`config.mk`:
```
export PLATFORM = sky130hd
export DESIGN_NAME = aic_aux_irq_ctrl
export DESIGN_NICKNAME = d
export VERILOG_FILES = /design/src/inc/aic_pkg.sv /design/src/hw/aic_aux_irq_ctrl.sv /design/src/hw/aic_event_latch.sv /design/src/hw/aic_prio_enc.sv
export VERILOG_INCLUDE_DIRS = /design/src /design/src/inc
export SDC_FILE = /design/constraint.sdc
export NUM_CORES = 1
export LEC_CHECK = 0
export BUFFER_PORTS_ARGS = -buffer_cell sky130_fd_sc_hd__buf_2
export CAP_MARGIN = 5
export CORE_ASPECT_RATIO = 2
export CORE_MARGIN = 2
export CORE_UTILIZATION = 48
export DETAILED_ROUTE_END_ITERATION = 16
export GPL_TIMING_DRIVEN = 0
export PLACE_DENSITY = 0.78
export SLEW_MARGIN = 20
export SYNTH_ARGS = -nofsm -noshare
export SYNTH_HDL_FRONTEND = slang
export SYNTH_SLANG_ARGS = --single-unit
```
`constraint.sdc`:
```
create_clock -name i_clk -period 1.78 [get_ports i_clk]
set_clock_uncertainty 0.2 [all_clocks]
set_input_delay 0.178 -clock i_clk [delete_from_list [all_inputs] [get_ports i_clk]]
set_output_delay 0.178 -clock i_clk [all_outputs]
set_load 0.01 [all_outputs]
```
`src/inc/aic_consts.svh`:
```
// Constant macros for the auxiliary interrupt controller
`ifndef AIC_CONSTS_SVH
`define AIC_CONSTS_SVH

// ******************************************************************
// Register offsets on the special function register bus
// ******************************************************************
`define AIC_ADDR_POLL 8'hA4
`define AIC_ADDR_PEND 8'hA5
`define AIC_ADDR_MASK 8'hA6
`define AIC_ADDR_FLAGS 8'hA7
// Result low bytes whose read retires the held events
`define AIC_ADDR_ACC_LSB 8'hC1
`define AIC_ADDR_CONV_LSB 8'hD9

// ******************************************************************
// Field positions, source order bit 7 down to bit 0
// ******************************************************************
`define AIC_BIT_ONE_HZ 3'h7
`define AIC_BIT_ACC 3'h6
`define AIC_BIT_CONV 3'h5
`define AIC_BIT_KHZ 3'h4
`define AIC_BIT_SER_TX 3'h3
`define AIC_BIT_SER_RX 3'h2
`define AIC_BIT_ANA_UV 3'h1
`define AIC_BIT_DIG_UV 3'h0
`define AIC_BIT_READ_SWAP 3'h0
`define AIC_PEND_MSB 3'h3

// ******************************************************************
// Reset values and fixed figures
// ******************************************************************
`define AIC_RST_POLL 8'h00
`define AIC_RST_PEND 8'h00
`define AIC_RST_MASK 8'h00
`define AIC_RST_FLAGS 8'h00
`define AIC_SHARED_VECTOR 16'h0033
`define AIC_READ_LATENCY 2'h1

`endif

```
`src/inc/aic_pkg.sv`:
```
// Types shared by the auxiliary interrupt controller files
package aic_pkg;

  // ******************************************************************
  // Pending index codes
  // ******************************************************************
  typedef enum logic [3:0] {
    AIC_CODE_NONE = 4'b0000,
    AIC_CODE_DIG_UV = 4'b0001,
    AIC_CODE_ANA_UV = 4'b0010,
    AIC_CODE_SER_RX = 4'b0011,
    AIC_CODE_SER_TX = 4'b0100,
    AIC_CODE_KHZ = 4'b0101,
    AIC_CODE_CONV = 4'b0110,
    AIC_CODE_ACC = 4'b0111,
    AIC_CODE_ONE_HZ = 4'b1000
  } aic_code_t;

  // ******************************************************************
  // Bus and source carriers
  // ******************************************************************
  typedef struct packed {
    logic [7:0] addr;
    logic [7:0] wdata;
    logic wr;
    logic rd;
  } aic_sfr_req_t;

  typedef struct packed {
    logic [7:0] rdata;
    logic hit;
    logic ack;
  } aic_sfr_rsp_t;

  typedef struct packed {
    logic one_hz;
    logic acc_done;
    logic conv_done;
    logic khz_tick;
    logic ser_tx;
    logic ser_rx;
    logic twowire;
    logic ana_uv;
    logic dig_uv;
    logic brk;
  } aic_src_t;

endpackage : aic_pkg

```
`src/hw/aic_aux_irq_ctrl.sv`:
```
// Auxiliary interrupt controller top: masks, status, index, swap reads
`timescale 1ns/10ps
`include "aic_consts.svh"
module aic_aux_irq_ctrl
  import aic_pkg::*;
(
  input wire logic i_clk,
  input wire logic i_srst,
  input aic_sfr_req_t i_sfr,
  input aic_src_t i_src,
  input wire logic i_aux_global_enable,
  output aic_sfr_rsp_t o_sfr,
  output logic o_aux_irq,
  output logic [15:0] o_vector_addr,
  output logic [3:0] o_pending_code,
  output logic [7:0] o_flags,
  output logic o_conv_result_hold,
  output logic o_read_swap_select
);

  // ******************************************************************
  // Local state
  // ******************************************************************
  typedef struct packed {
    logic [7:0] mask;
    logic read_swap_select;
    logic [7:0] live;
    logic [7:0] flags;
    logic [3:0] code;
    logic irq;
    logic [7:0] rdata;
    logic hit;
    logic ack;
  } aic_ctrl_st_t;

  aic_ctrl_st_t st;
  aic_ctrl_st_t next_st;

  logic acc_pend;
  logic conv_pend;
  logic acc_lsb_read;
  logic conv_lsb_read;
  logic [7:0] live_now;
  logic [7:0] flags_now;
  aic_code_t code_now;

  // ******************************************************************
  // Address decode helpers
  // ******************************************************************

  // True when the bus address lands on one of the four owned registers
  function automatic logic owns(input logic [7:0] a);
    return (a == `AIC_ADDR_POLL) || (a == `AIC_ADDR_PEND) ||
           (a == `AIC_ADDR_MASK) || (a == `AIC_ADDR_FLAGS);
  endfunction : owns

  // Read mux; the swap select decides which address shows what
  function automatic logic [7:0] read_word(
    input logic [7:0] a,
    input logic sel,
    input logic [7:0] mask,
    input logic [7:0] live,
    input logic [7:0] flags,
    input logic [3:0] code
  );
    logic [7:0] d;
    d = 8'h00;
    unique case (a)
      `AIC_ADDR_POLL: begin
        d = sel ? live : mask;
      end
      `AIC_ADDR_MASK: begin
        d = sel ? mask : live;
      end
      `AIC_ADDR_PEND: begin
        d = {4'h0, code};
      end
      `AIC_ADDR_FLAGS: begin
        d = flags;
      end
      default: begin
        d = 8'h00;
      end
    endcase
    return d;
  endfunction : read_word

  // ******************************************************************
  // Held events for the accumulator and the converter
  // ******************************************************************

  // Reads of the result low bytes are snooped here; the bytes live elsewhere
  assign acc_lsb_read = i_sfr.rd && (i_sfr.addr == `AIC_ADDR_ACC_LSB);
  assign conv_lsb_read = i_sfr.rd && (i_sfr.addr == `AIC_ADDR_CONV_LSB);

  // Accumulator event held until its low byte is read
  aic_event_latch u_acc_latch (
    .i_clk(i_clk),
    .i_srst(i_srst),
    .i_set(i_src.acc_done),
    .i_clear(acc_lsb_read),
    .o_pend(acc_pend)
  );

  // Conversion event held until its low byte is read
  aic_event_latch u_conv_latch (
    .i_clk(i_clk),
    .i_srst(i_srst),
    .i_set(i_src.conv_done),
    .i_clear(conv_lsb_read),
    .o_pend(conv_pend)
  );

  // ******************************************************************
  // Raw source vector
  // ******************************************************************

  // Sources come from same-clock peripherals, so no synchroniser here
  always_comb begin
    live_now = 8'h00;
    live_now[`AIC_BIT_ONE_HZ] = i_src.one_hz;
    live_now[`AIC_BIT_ACC] = acc_pend;
    live_now[`AIC_BIT_CONV] = conv_pend;
    live_now[`AIC_BIT_KHZ] = i_src.khz_tick;
    live_now[`AIC_BIT_SER_TX] = i_src.ser_tx;
    live_now[`AIC_BIT_SER_RX] = i_src.ser_rx | i_src.twowire;
    live_now[`AIC_BIT_ANA_UV] = i_src.ana_uv;
    live_now[`AIC_BIT_DIG_UV] = i_src.dig_uv | i_src.brk;
  end

  // Masked status, from the registered live levels and masks
  assign flags_now = st.live & st.mask;

  // ******************************************************************
  // Priority encoding
  // ******************************************************************

  // Bit 0 outranks bit 7; the seconds timer is served last
  aic_prio_enc u_prio (
    .i_flags(flags_now),
    .o_code(code_now)
  );

  // ******************************************************************
  // Next state
  // ******************************************************************

  // Register writes, status capture and the registered read answer
  always_comb begin
    next_st = st;
    next_st.live = live_now;
    next_st.flags = flags_now;
    next_st.code = code_now;
    // Request is registered with status on the same edge; the core samples it late anyway
    next_st.irq = (|flags_now) && i_aux_global_enable;
    next_st.ack = 1'b0;
    next_st.hit = 1'b0;
    next_st.rdata = st.rdata;
    if (i_sfr.wr) begin
      if (i_sfr.addr == `AIC_ADDR_MASK) begin
        next_st.mask = i_sfr.wdata;
      end
      if (i_sfr.addr == `AIC_ADDR_POLL) begin
        // Only bit 0 is kept; the mask view there is read-only
        next_st.read_swap_select = i_sfr.wdata[`AIC_BIT_READ_SWAP];
      end
      next_st.hit = owns(i_sfr.addr);
      next_st.ack = owns(i_sfr.addr);
    end else if (i_sfr.rd) begin
      // Unowned addresses answer zero with hit low so another block may drive
      next_st.rdata = read_word(i_sfr.addr, st.read_swap_select, st.mask,
                                st.live, st.flags, st.code);
      next_st.hit = owns(i_sfr.addr);
      next_st.ack = owns(i_sfr.addr);
    end
  end

  // ******************************************************************
  // State register
  // ******************************************************************

  // Synchronous reset; all fields start at their documented zeros
  always_ff @(posedge i_clk) begin
    if (i_srst) begin
      st.mask <= `AIC_RST_MASK;
      st.read_swap_select <= 1'b0;
      st.live <= 8'h00;
      st.flags <= `AIC_RST_FLAGS;
      st.code <= 4'h0;
      st.irq <= 1'b0;
      st.rdata <= 8'h00;
      st.hit <= 1'b0;
      st.ack <= 1'b0;
    end else begin
      st <= next_st;
    end
  end

  // ******************************************************************
  // Outputs
  // ******************************************************************

  // Bus answer, one cycle after the strobe
  assign o_sfr.rdata = st.rdata;
  assign o_sfr.hit = st.hit;
  assign o_sfr.ack = st.ack;

  // Combined request and the shared entry point
  assign o_aux_irq = st.irq;
  assign o_vector_addr = `AIC_SHARED_VECTOR;

  // Status views for the core and for debug
  assign o_pending_code = st.code;
  assign o_flags = st.flags;
  assign o_read_swap_select = st.read_swap_select;

  // Converter stalls result updates while its event is held
  assign o_conv_result_hold = conv_pend;

endmodule : aic_aux_irq_ctrl

```
`src/hw/aic_event_latch.sv`:
```
// Sticky event holder that a bus read retires
`timescale 1ns/10ps
module aic_event_latch
  import aic_pkg::*;
(
  input wire logic i_clk,
  input wire logic i_srst,
  input wire logic i_set,
  input wire logic i_clear,
  output logic o_pend
);

  typedef struct packed {
    logic pend;
  } aic_latch_st_t;

  aic_latch_st_t st;
  aic_latch_st_t next_st;

  // Set beats clear so an event landing on the retiring read survives
  always_comb begin
    next_st = st;
    if (i_set) begin
      next_st.pend = 1'b1;
    end else if (i_clear) begin
      next_st.pend = 1'b0;
    end
  end

  // State register
  always_ff @(posedge i_clk) begin
    if (i_srst) begin
      st <= '0;
    end else begin
      st <= next_st;
    end
  end

  assign o_pend = st.pend;

endmodule : aic_event_latch

```
`src/hw/aic_prio_enc.sv`:
```
// Fixed priority encoder from flag vector to pending code
`timescale 1ns/10ps
module aic_prio_enc
  import aic_pkg::*;
(
  input wire logic [7:0] i_flags,
  output aic_code_t o_code
);

  // Lowest bit wins; code is bit position plus one
  function automatic aic_code_t pick(input logic [7:0] f);
    aic_code_t c;
    c = AIC_CODE_NONE;
    for (int i = 7; i >= 0; i--) begin
      if (f[i]) begin
        c = aic_code_t'(4'(i + 1));
      end
    end
    return c;
  endfunction : pick

  assign o_code = pick(i_flags);

endmodule : aic_prio_enc

```
== After elaboration in Yosys (flattened, before gate mapping) ==
Index checks and enable logic that the tools add are counted.

* Register bits: 42
* Bits in latches: 0
* RAM bits: 0
* Memory bits (read-only): 0
* Input bits: 31
* Output and inout port bits: 41
* Word-level logic and storage cells: 56
* Memories: 0

* Add/subtract/negate cells: 0
* Multiply operators: 0
* Divide/modulo/power cells: 0
* $lt $le $gt $ge: 0
* Eq/ne operators: 6
* Shift operators: 0
* Mux-type cells: 17
* Bitwise logic cells: 4
* Reductions and logical operators: 15

{| class="wikitable"
|+ Operators by type and width
! operator !! number
|-
| $eq 8x8->1 const B || 6
|-
| $pmux 8 s4 || 1
|-
| $mux 8 || 2
|-
| $reduce_or 8->1 || 2
|-
| $mux 3 || 4
|-
| $and 8x8->8 || 1
|-
| $mux 2 || 4
|-
| $reduce_and 2->1 || 3
|-
| $mux 1 || 5
|-
| $mux 4 || 1
|-
| $reduce_bool 2->1 || 2
|-
| $reduce_or 4->1 || 1
|-
| $logic_and 1x1->1 || 3
|-
| $logic_or 1x1->1 || 3
|-
| $or 1x1->1 || 2
|-
| $reduce_or 2->1 || 1
|-
| $not 1->1 || 1
|}

== Logic depth before layout (Yosys ltp) ==
* Word-level depth: 9
* Depth in mapped cells: 5
* Gate-level depth less buffers: 4

== Cells and area by module ==
From an unflattened synthesis, not the netlist that was laid out.

* Cells, all modules: 220
* Area, all modules: 1981.9 µm²

{| class="wikitable"
|+ Modules (own cells, without submodules)
! module !! times used !! cells an instance !! area an instance (µm²) !! seq. area each (µm²)
|-
| aic_aux_irq_ctrl || 1 || 200 || 1833.0 || 780.7
|-
| aic_event_latch || 2 || 4 || 38.8 || 20.0
|-
| aic_prio_enc || 1 || 12 || 71.3 || 0.0
|}

== Worst setup path before layout ==
OpenSTA, ideal clock, no wires.

* Kind: reg-to-reg
* Start point: reg st, in the netlist o_read_swap_select
* End point: reg st, in the netlist o_sfr[2]
* Library setup time: 0.117 ns
* Arrival time: 1.262 ns
* Data required time: 1.463 ns
* Slack: 0.202 ns
* Stages on the path, launching flop included: 5
* Path buffers: 0
* Clock period less this slack: 1.578 ns
* Path through: dfxtp_1 > xor2_4 > mux2i_1 > o21ai_1 > a22o_1

* Cells in the longest elaborated chain, start to end: 2
* Elaborated cells on any way between the ends: 3
* Classes of those cells: 3 x mux

{| class="wikitable"
|+ Ends and longest elaborated chain
! element !! RTL line !! text
|-
| start, declared || aic_aux_irq_ctrl.sv:36 || <nowiki>aic_ctrl_st_t st;</nowiki>
|-
| start signal, assigned || aic_aux_irq_ctrl.sv:195 || <nowiki>st <= next_st;</nowiki>
|-
| $mux 8 (on tied branches) || aic_aux_irq_ctrl.sv:73, aic_aux_irq_ctrl.sv:70 ||
|-
| $pmux 8 s4 (*) || aic_aux_irq_ctrl.sv:68 || <nowiki>unique case (a)</nowiki>
|}

Mark *: on every way between the ends. The rest lies on a longest branch, timed or not.
A chain may end at the register's enable or synchronous reset.

== Worst setup path in the final report ==
* Start point: in i_sfr[1] (netlist bit)
* End point: reg st, in the netlist o_sfr[1]

* Cells in the longest elaborated chain, start to end: 1

{| class="wikitable"
|+ Ends and longest elaborated chain
! element !! RTL line !! text
|-
| start, declared || aic_aux_irq_ctrl.sv:9 || <nowiki>input aic_sfr_req_t i_sfr,</nowiki>
|-
| $mux 2 || aic_aux_irq_ctrl.sv:159 || <nowiki>if (i_sfr.wr) begin</nowiki>
|}

Every way passes these cells.

==> impl_metrics.xml <==
<?xml version="1.0" encoding="UTF-8"?>
<metrics>
  <group name="timing">
    <metric name="minimum_clock_period" unit="ns">1.65</metric>
    <metric name="timing.max_slew.rel_slack" unit="%">57.1</metric>
    <metric name="actual_transition_at_the_worst_max_transition_pin" unit="ns">0.643</metric>
    <metric name="finalCritPeriodShare" unit="%">92.5</metric>
    <metric name="timing.final.hold_violations" unit="">0</metric>
    <metric name="finalSetupTns" unit="ns">0</metric>
    <metric name="maxClockFrequency" unit="MHz">607</metric>
    <metric name="setup-violations-final" unit="">0</metric>
    <metric name="unrepaired_setup_endpoints_after_global_routing" unit="">false</metric>
    <metric name="slew_viol_final" unit="">0</metric>
  </group>
  <group name="clock_network">
    <metric name="clk_transition_reported_paths" unit="ns">0.08</metric>
    <metric name="cts_resized" unit="">0</metric>
    <metric name="insertion_delay" unit="ns">0.29</metric>
    <metric name="cts_buffers" unit="">5</metric>
    <metric name="tritoncts" unit="">yes</metric>
    <metric name="cts-root-to-sink-buffers" unit="">2</metric>
    <metric name="cts_num_sinks" unit="">41</metric>
    <metric name="cts.htree.levels" unit="">2</metric>
    <metric name="clockRootBuffer" unit="">clkbuf_8</metric>
  </group>
  <group name="logic_synthesis">
    <metric name="synth_largest_type_area_fraction" unit="%">43.0</metric>
    <metric name="synth.lib_cells_used.distinct" unit="">32</metric>
    <metric name="netlist_area" unit="um2">1910</metric>
    <metric name="ys_top_cells_by_area" unit="">dfxtp_1 43%, buf_4 15%, mux2i_1 8.9%, nor2_1 5.1%, a22o_1 3.7%</metric>
    <metric name="synth_top_area_cell" unit="">dfxtp_1</metric>
    <metric name="syn_avg_cell_area" unit="um2">9.32</metric>
    <metric name="ys.warnings.count" unit="">0</metric>
    <metric name="yosys_register_bits" unit="">41</metric>
    <metric name="syn_inst" unit="">205</metric>
    <metric name="synth_seq_area_share" unit="%">43.0</metric>
  </group>
  <group name="finish">
    <metric name="layout.cells.most_common_list" unit="">55 x buf_2, 41 x dfxtp_1, 38 x buf_4</metric>
    <metric name="final_nets" unit="">332</metric>
    <metric name="area_occupied_by_registers" unit="um2">821</metric>
    <metric name="postLayoutCellArea" unit="um2">2640</metric>
    <metric name="final_layout_size_suffix_gt1_share" unit="%">36.1</metric>
    <metric name="area.growth.synth_to_final" unit="%">38.3</metric>
    <metric name="diodes" unit="">0</metric>
    <metric name="most_common_cell_after_layout_fill_and_taps_aside" unit="">buf_2</metric>
    <metric name="area_used_by_multi_input_combinational_logic" unit="um2">821</metric>
    <metric name="filler_cell_count" unit="">344</metric>
  </group>
  <group name="critical_path">
    <metric name="crit_type" unit="">in2reg</metric>
    <metric name="critical_path_required" unit="ns">1.74</metric>
    <metric name="path_cells" unit="">buf_2 &gt; dlygate4sd3_1 &gt; nor2_1 &gt; dlygate4sd3_1 &gt; nor3_1</metric>
    <metric name="critical_path_peak_fanout" unit="">4</metric>
    <metric name="cell_family_with_most_cp_delay" unit="">buffers and inverters</metric>
    <metric name="critical_path.n_buffers_inverters" unit="">3</metric>
    <metric name="crit_path_max_incr_delay" unit="ns">0.58</metric>
    <metric name="crit_top_cell" unit="">dlygate4sd3_1</metric>
    <metric name="cpMaxStageDelayCell" unit="">dlygate4sd3_1</metric>
    <metric name="worst_setup_path_start_kind" unit="">input pin</metric>
    <metric name="cp_data_arrival_time" unit="ns">1.61</metric>
    <metric name="endpoint_kind_of_the_worst_setup_timing_path" unit="">flip-flop</metric>
  </group>
  <group name="detailed_routing">
    <metric name="wirelength" unit="um">4090</metric>
    <metric name="detail_route.first_pass.iterations" unit="">4</metric>
    <metric name="post_drt_wl_per_cell" unit="um">11.6</metric>
    <metric name="drt.antenna.violating_nets" unit="">0</metric>
    <metric name="drcViolationCount" unit="">0</metric>
    <metric name="drt-initial-drc-count" unit="">14</metric>
    <metric name="dr_total_vias" unit="">1628</metric>
    <metric name="avgViaCountPerCell" unit="">4.61</metric>
  </group>
  <group name="global_route">
    <metric name="grt_use_total" unit="%">18.7</metric>
    <metric name="grt_pass1_wl" unit="um">6650</metric>
    <metric name="maximum_number_of_pins_on_one_net_before_global_route_repair" unit="">14</metric>
    <metric name="number_of_global_route_vias_before_repair" unit="">1678</metric>
    <metric name="globalRouteOverflowTotal" unit="">0</metric>
    <metric name="antenna_found_initial" unit="">0</metric>
  </group>
  <group name="floorplanning">
    <metric name="chipWidth" unit="um">48.6</metric>
    <metric name="placeableCoreArea" unit="um2">3840</metric>
    <metric name="core.rowCount" unit="">32</metric>
    <metric name="io-pin-count" unit="">72</metric>
    <metric name="floorplan.initialDensity" unit="%">49.7</metric>
    <metric name="fp.dieH" unit="um">93.2</metric>
    <metric name="die_area" unit="um2">4530</metric>
  </group>
  <group name="placed_design">
    <metric name="port_buffers" unit="">53</metric>
    <metric name="dpl_hpwl" unit="um">3090</metric>
    <metric name="placed_cell_area" unit="um2">2290</metric>
    <metric name="place_congestion" unit="">0.774</metric>
  </group>
  <group name="run_status">
    <metric name="run_status" unit="">complete, no violations</metric>
  </group>
  <group name="power">
    <metric name="leakage" unit="nW">1.37</metric>
    <metric name="total_power" unit="W">0.00191</metric>
    <metric name="vdd.ir_drop.worst" unit="mV">0.557</metric>
    <metric name="powerDensity" unit="nW/um2">721</metric>
  </group>
  <group name="min_path">
    <metric name="hold_class" unit="">in2reg</metric>
  </group>
  <group name="flow_run">
    <metric name="maxCapViolCount" unit="">0</metric>
  </group>
</metrics>
tightest hold or removal path, cell delays in order:
cell	delay [ns]
buf_2	0.09
nand2_1	0.04
o21ai_0	0.15
a21oi_1	0.07
routing by layer:
| metal | GRT usage, % | part of all wire [%] | wire length, um |
|---|---|---|---|
| met5 | 0 | 0 | 0 |
| met4 | 9.29 | 2.5 | 103 |
| met3 | 4.47 | 5.6 | 230 |
| met2 | 38.9 | 58 | 2380 |
| met1 | 15.3 | 34 | 1370 |
cell usage after synthesis:
cell,instances
dfxtp_1,41
buf_4,38
nor2_1,26
mux2i_1,17
nand2_1,15
a22o_1,8
nor2b_1,8
o21ai_1,8
nand3_1,7
clkbuf_1,4
mux2_2,4
a21oi_1,3
and4b_1,2
buf_2,2
conb_1,2
inv_1,2
nand4_1,2
nor3_1,2
a21boi_0,1
a221oi_1,1
a22oi_1,1
a32o_1,1
buf_1,1
nand2b_1,1
nand3b_1,1
nand4_2,1
nand4b_1,1
nor3b_1,1
nor4b_4,1
o21ai_0,1
o22ai_1,1
xor2_4,1
path summary, 6_finish.rpt:
path	endpoint	slack, ns	start	cells past startpoint
max	o_sfr[1]	0.13	i_sfr[1]	5
min reg2reg	st[29]	0.27	u_acc_latch.o_pend	1
max reg2reg	o_sfr[2]	0.16	o_read_swap_select	5
min	u_conv_latch.o_pend	0.07	i_sfr[13]	4
what timing repair did:
action / CTS / global route
hold buffers: 21 / 0
setup endpoints to repair: 0 / 3
buffers inserted: 0 / 1
endpoints found under the hold margin: 19 / 0
cell type report:
type	instances	share of cell area [%]
clock inverter	2	1.42
sequential	41	31.1
buffer	45	11.9
multi-input combinational	131	31.1
inverter	2	0.284
clock buffer	6	3.13
tap	51	2.41
timing repair buffer	75	18.8
metrics by stage:
stage,hold slack (ns),cells,util (%),worst slack (ns)
3_5_place_dp,0.188,323,59.6,0.0766
3_3_place_gp,0.188,323,59.6,0.110
2_1_floorplan,0.0938,219,-,0.202
6_report,0.0735,353,68.8,0.134
5_1_grt,0.0889,353,68.8,0.0568
4_1_cts,0.0603,352,68.2,0.0561
sequential cells by signal, indices dropped and copies added (netlist names):
name,cells
st,16
u_conv_latch.o_pend,1
o_flags,8
o_sfr,9
o_read_swap_select,1
u_acc_latch.o_pend,1
o_aux_irq,1
o_pending_code,4
cell families after synthesis:
group	synth area share [%]
flops	43.0
compound gates	8.91
xor+xnor	1.44
mux	11.3
other cells	0.393
buf+inv	16.8
simple gates	18.2
power by group:
group / internal [W] / switching [W]
Combinational: 0.000109 / 0.0000909
Sequential: 0.000931 / 0.00000830
Clock: 0.000456 / 0.000312
Power figures use the tool's default switching activity.
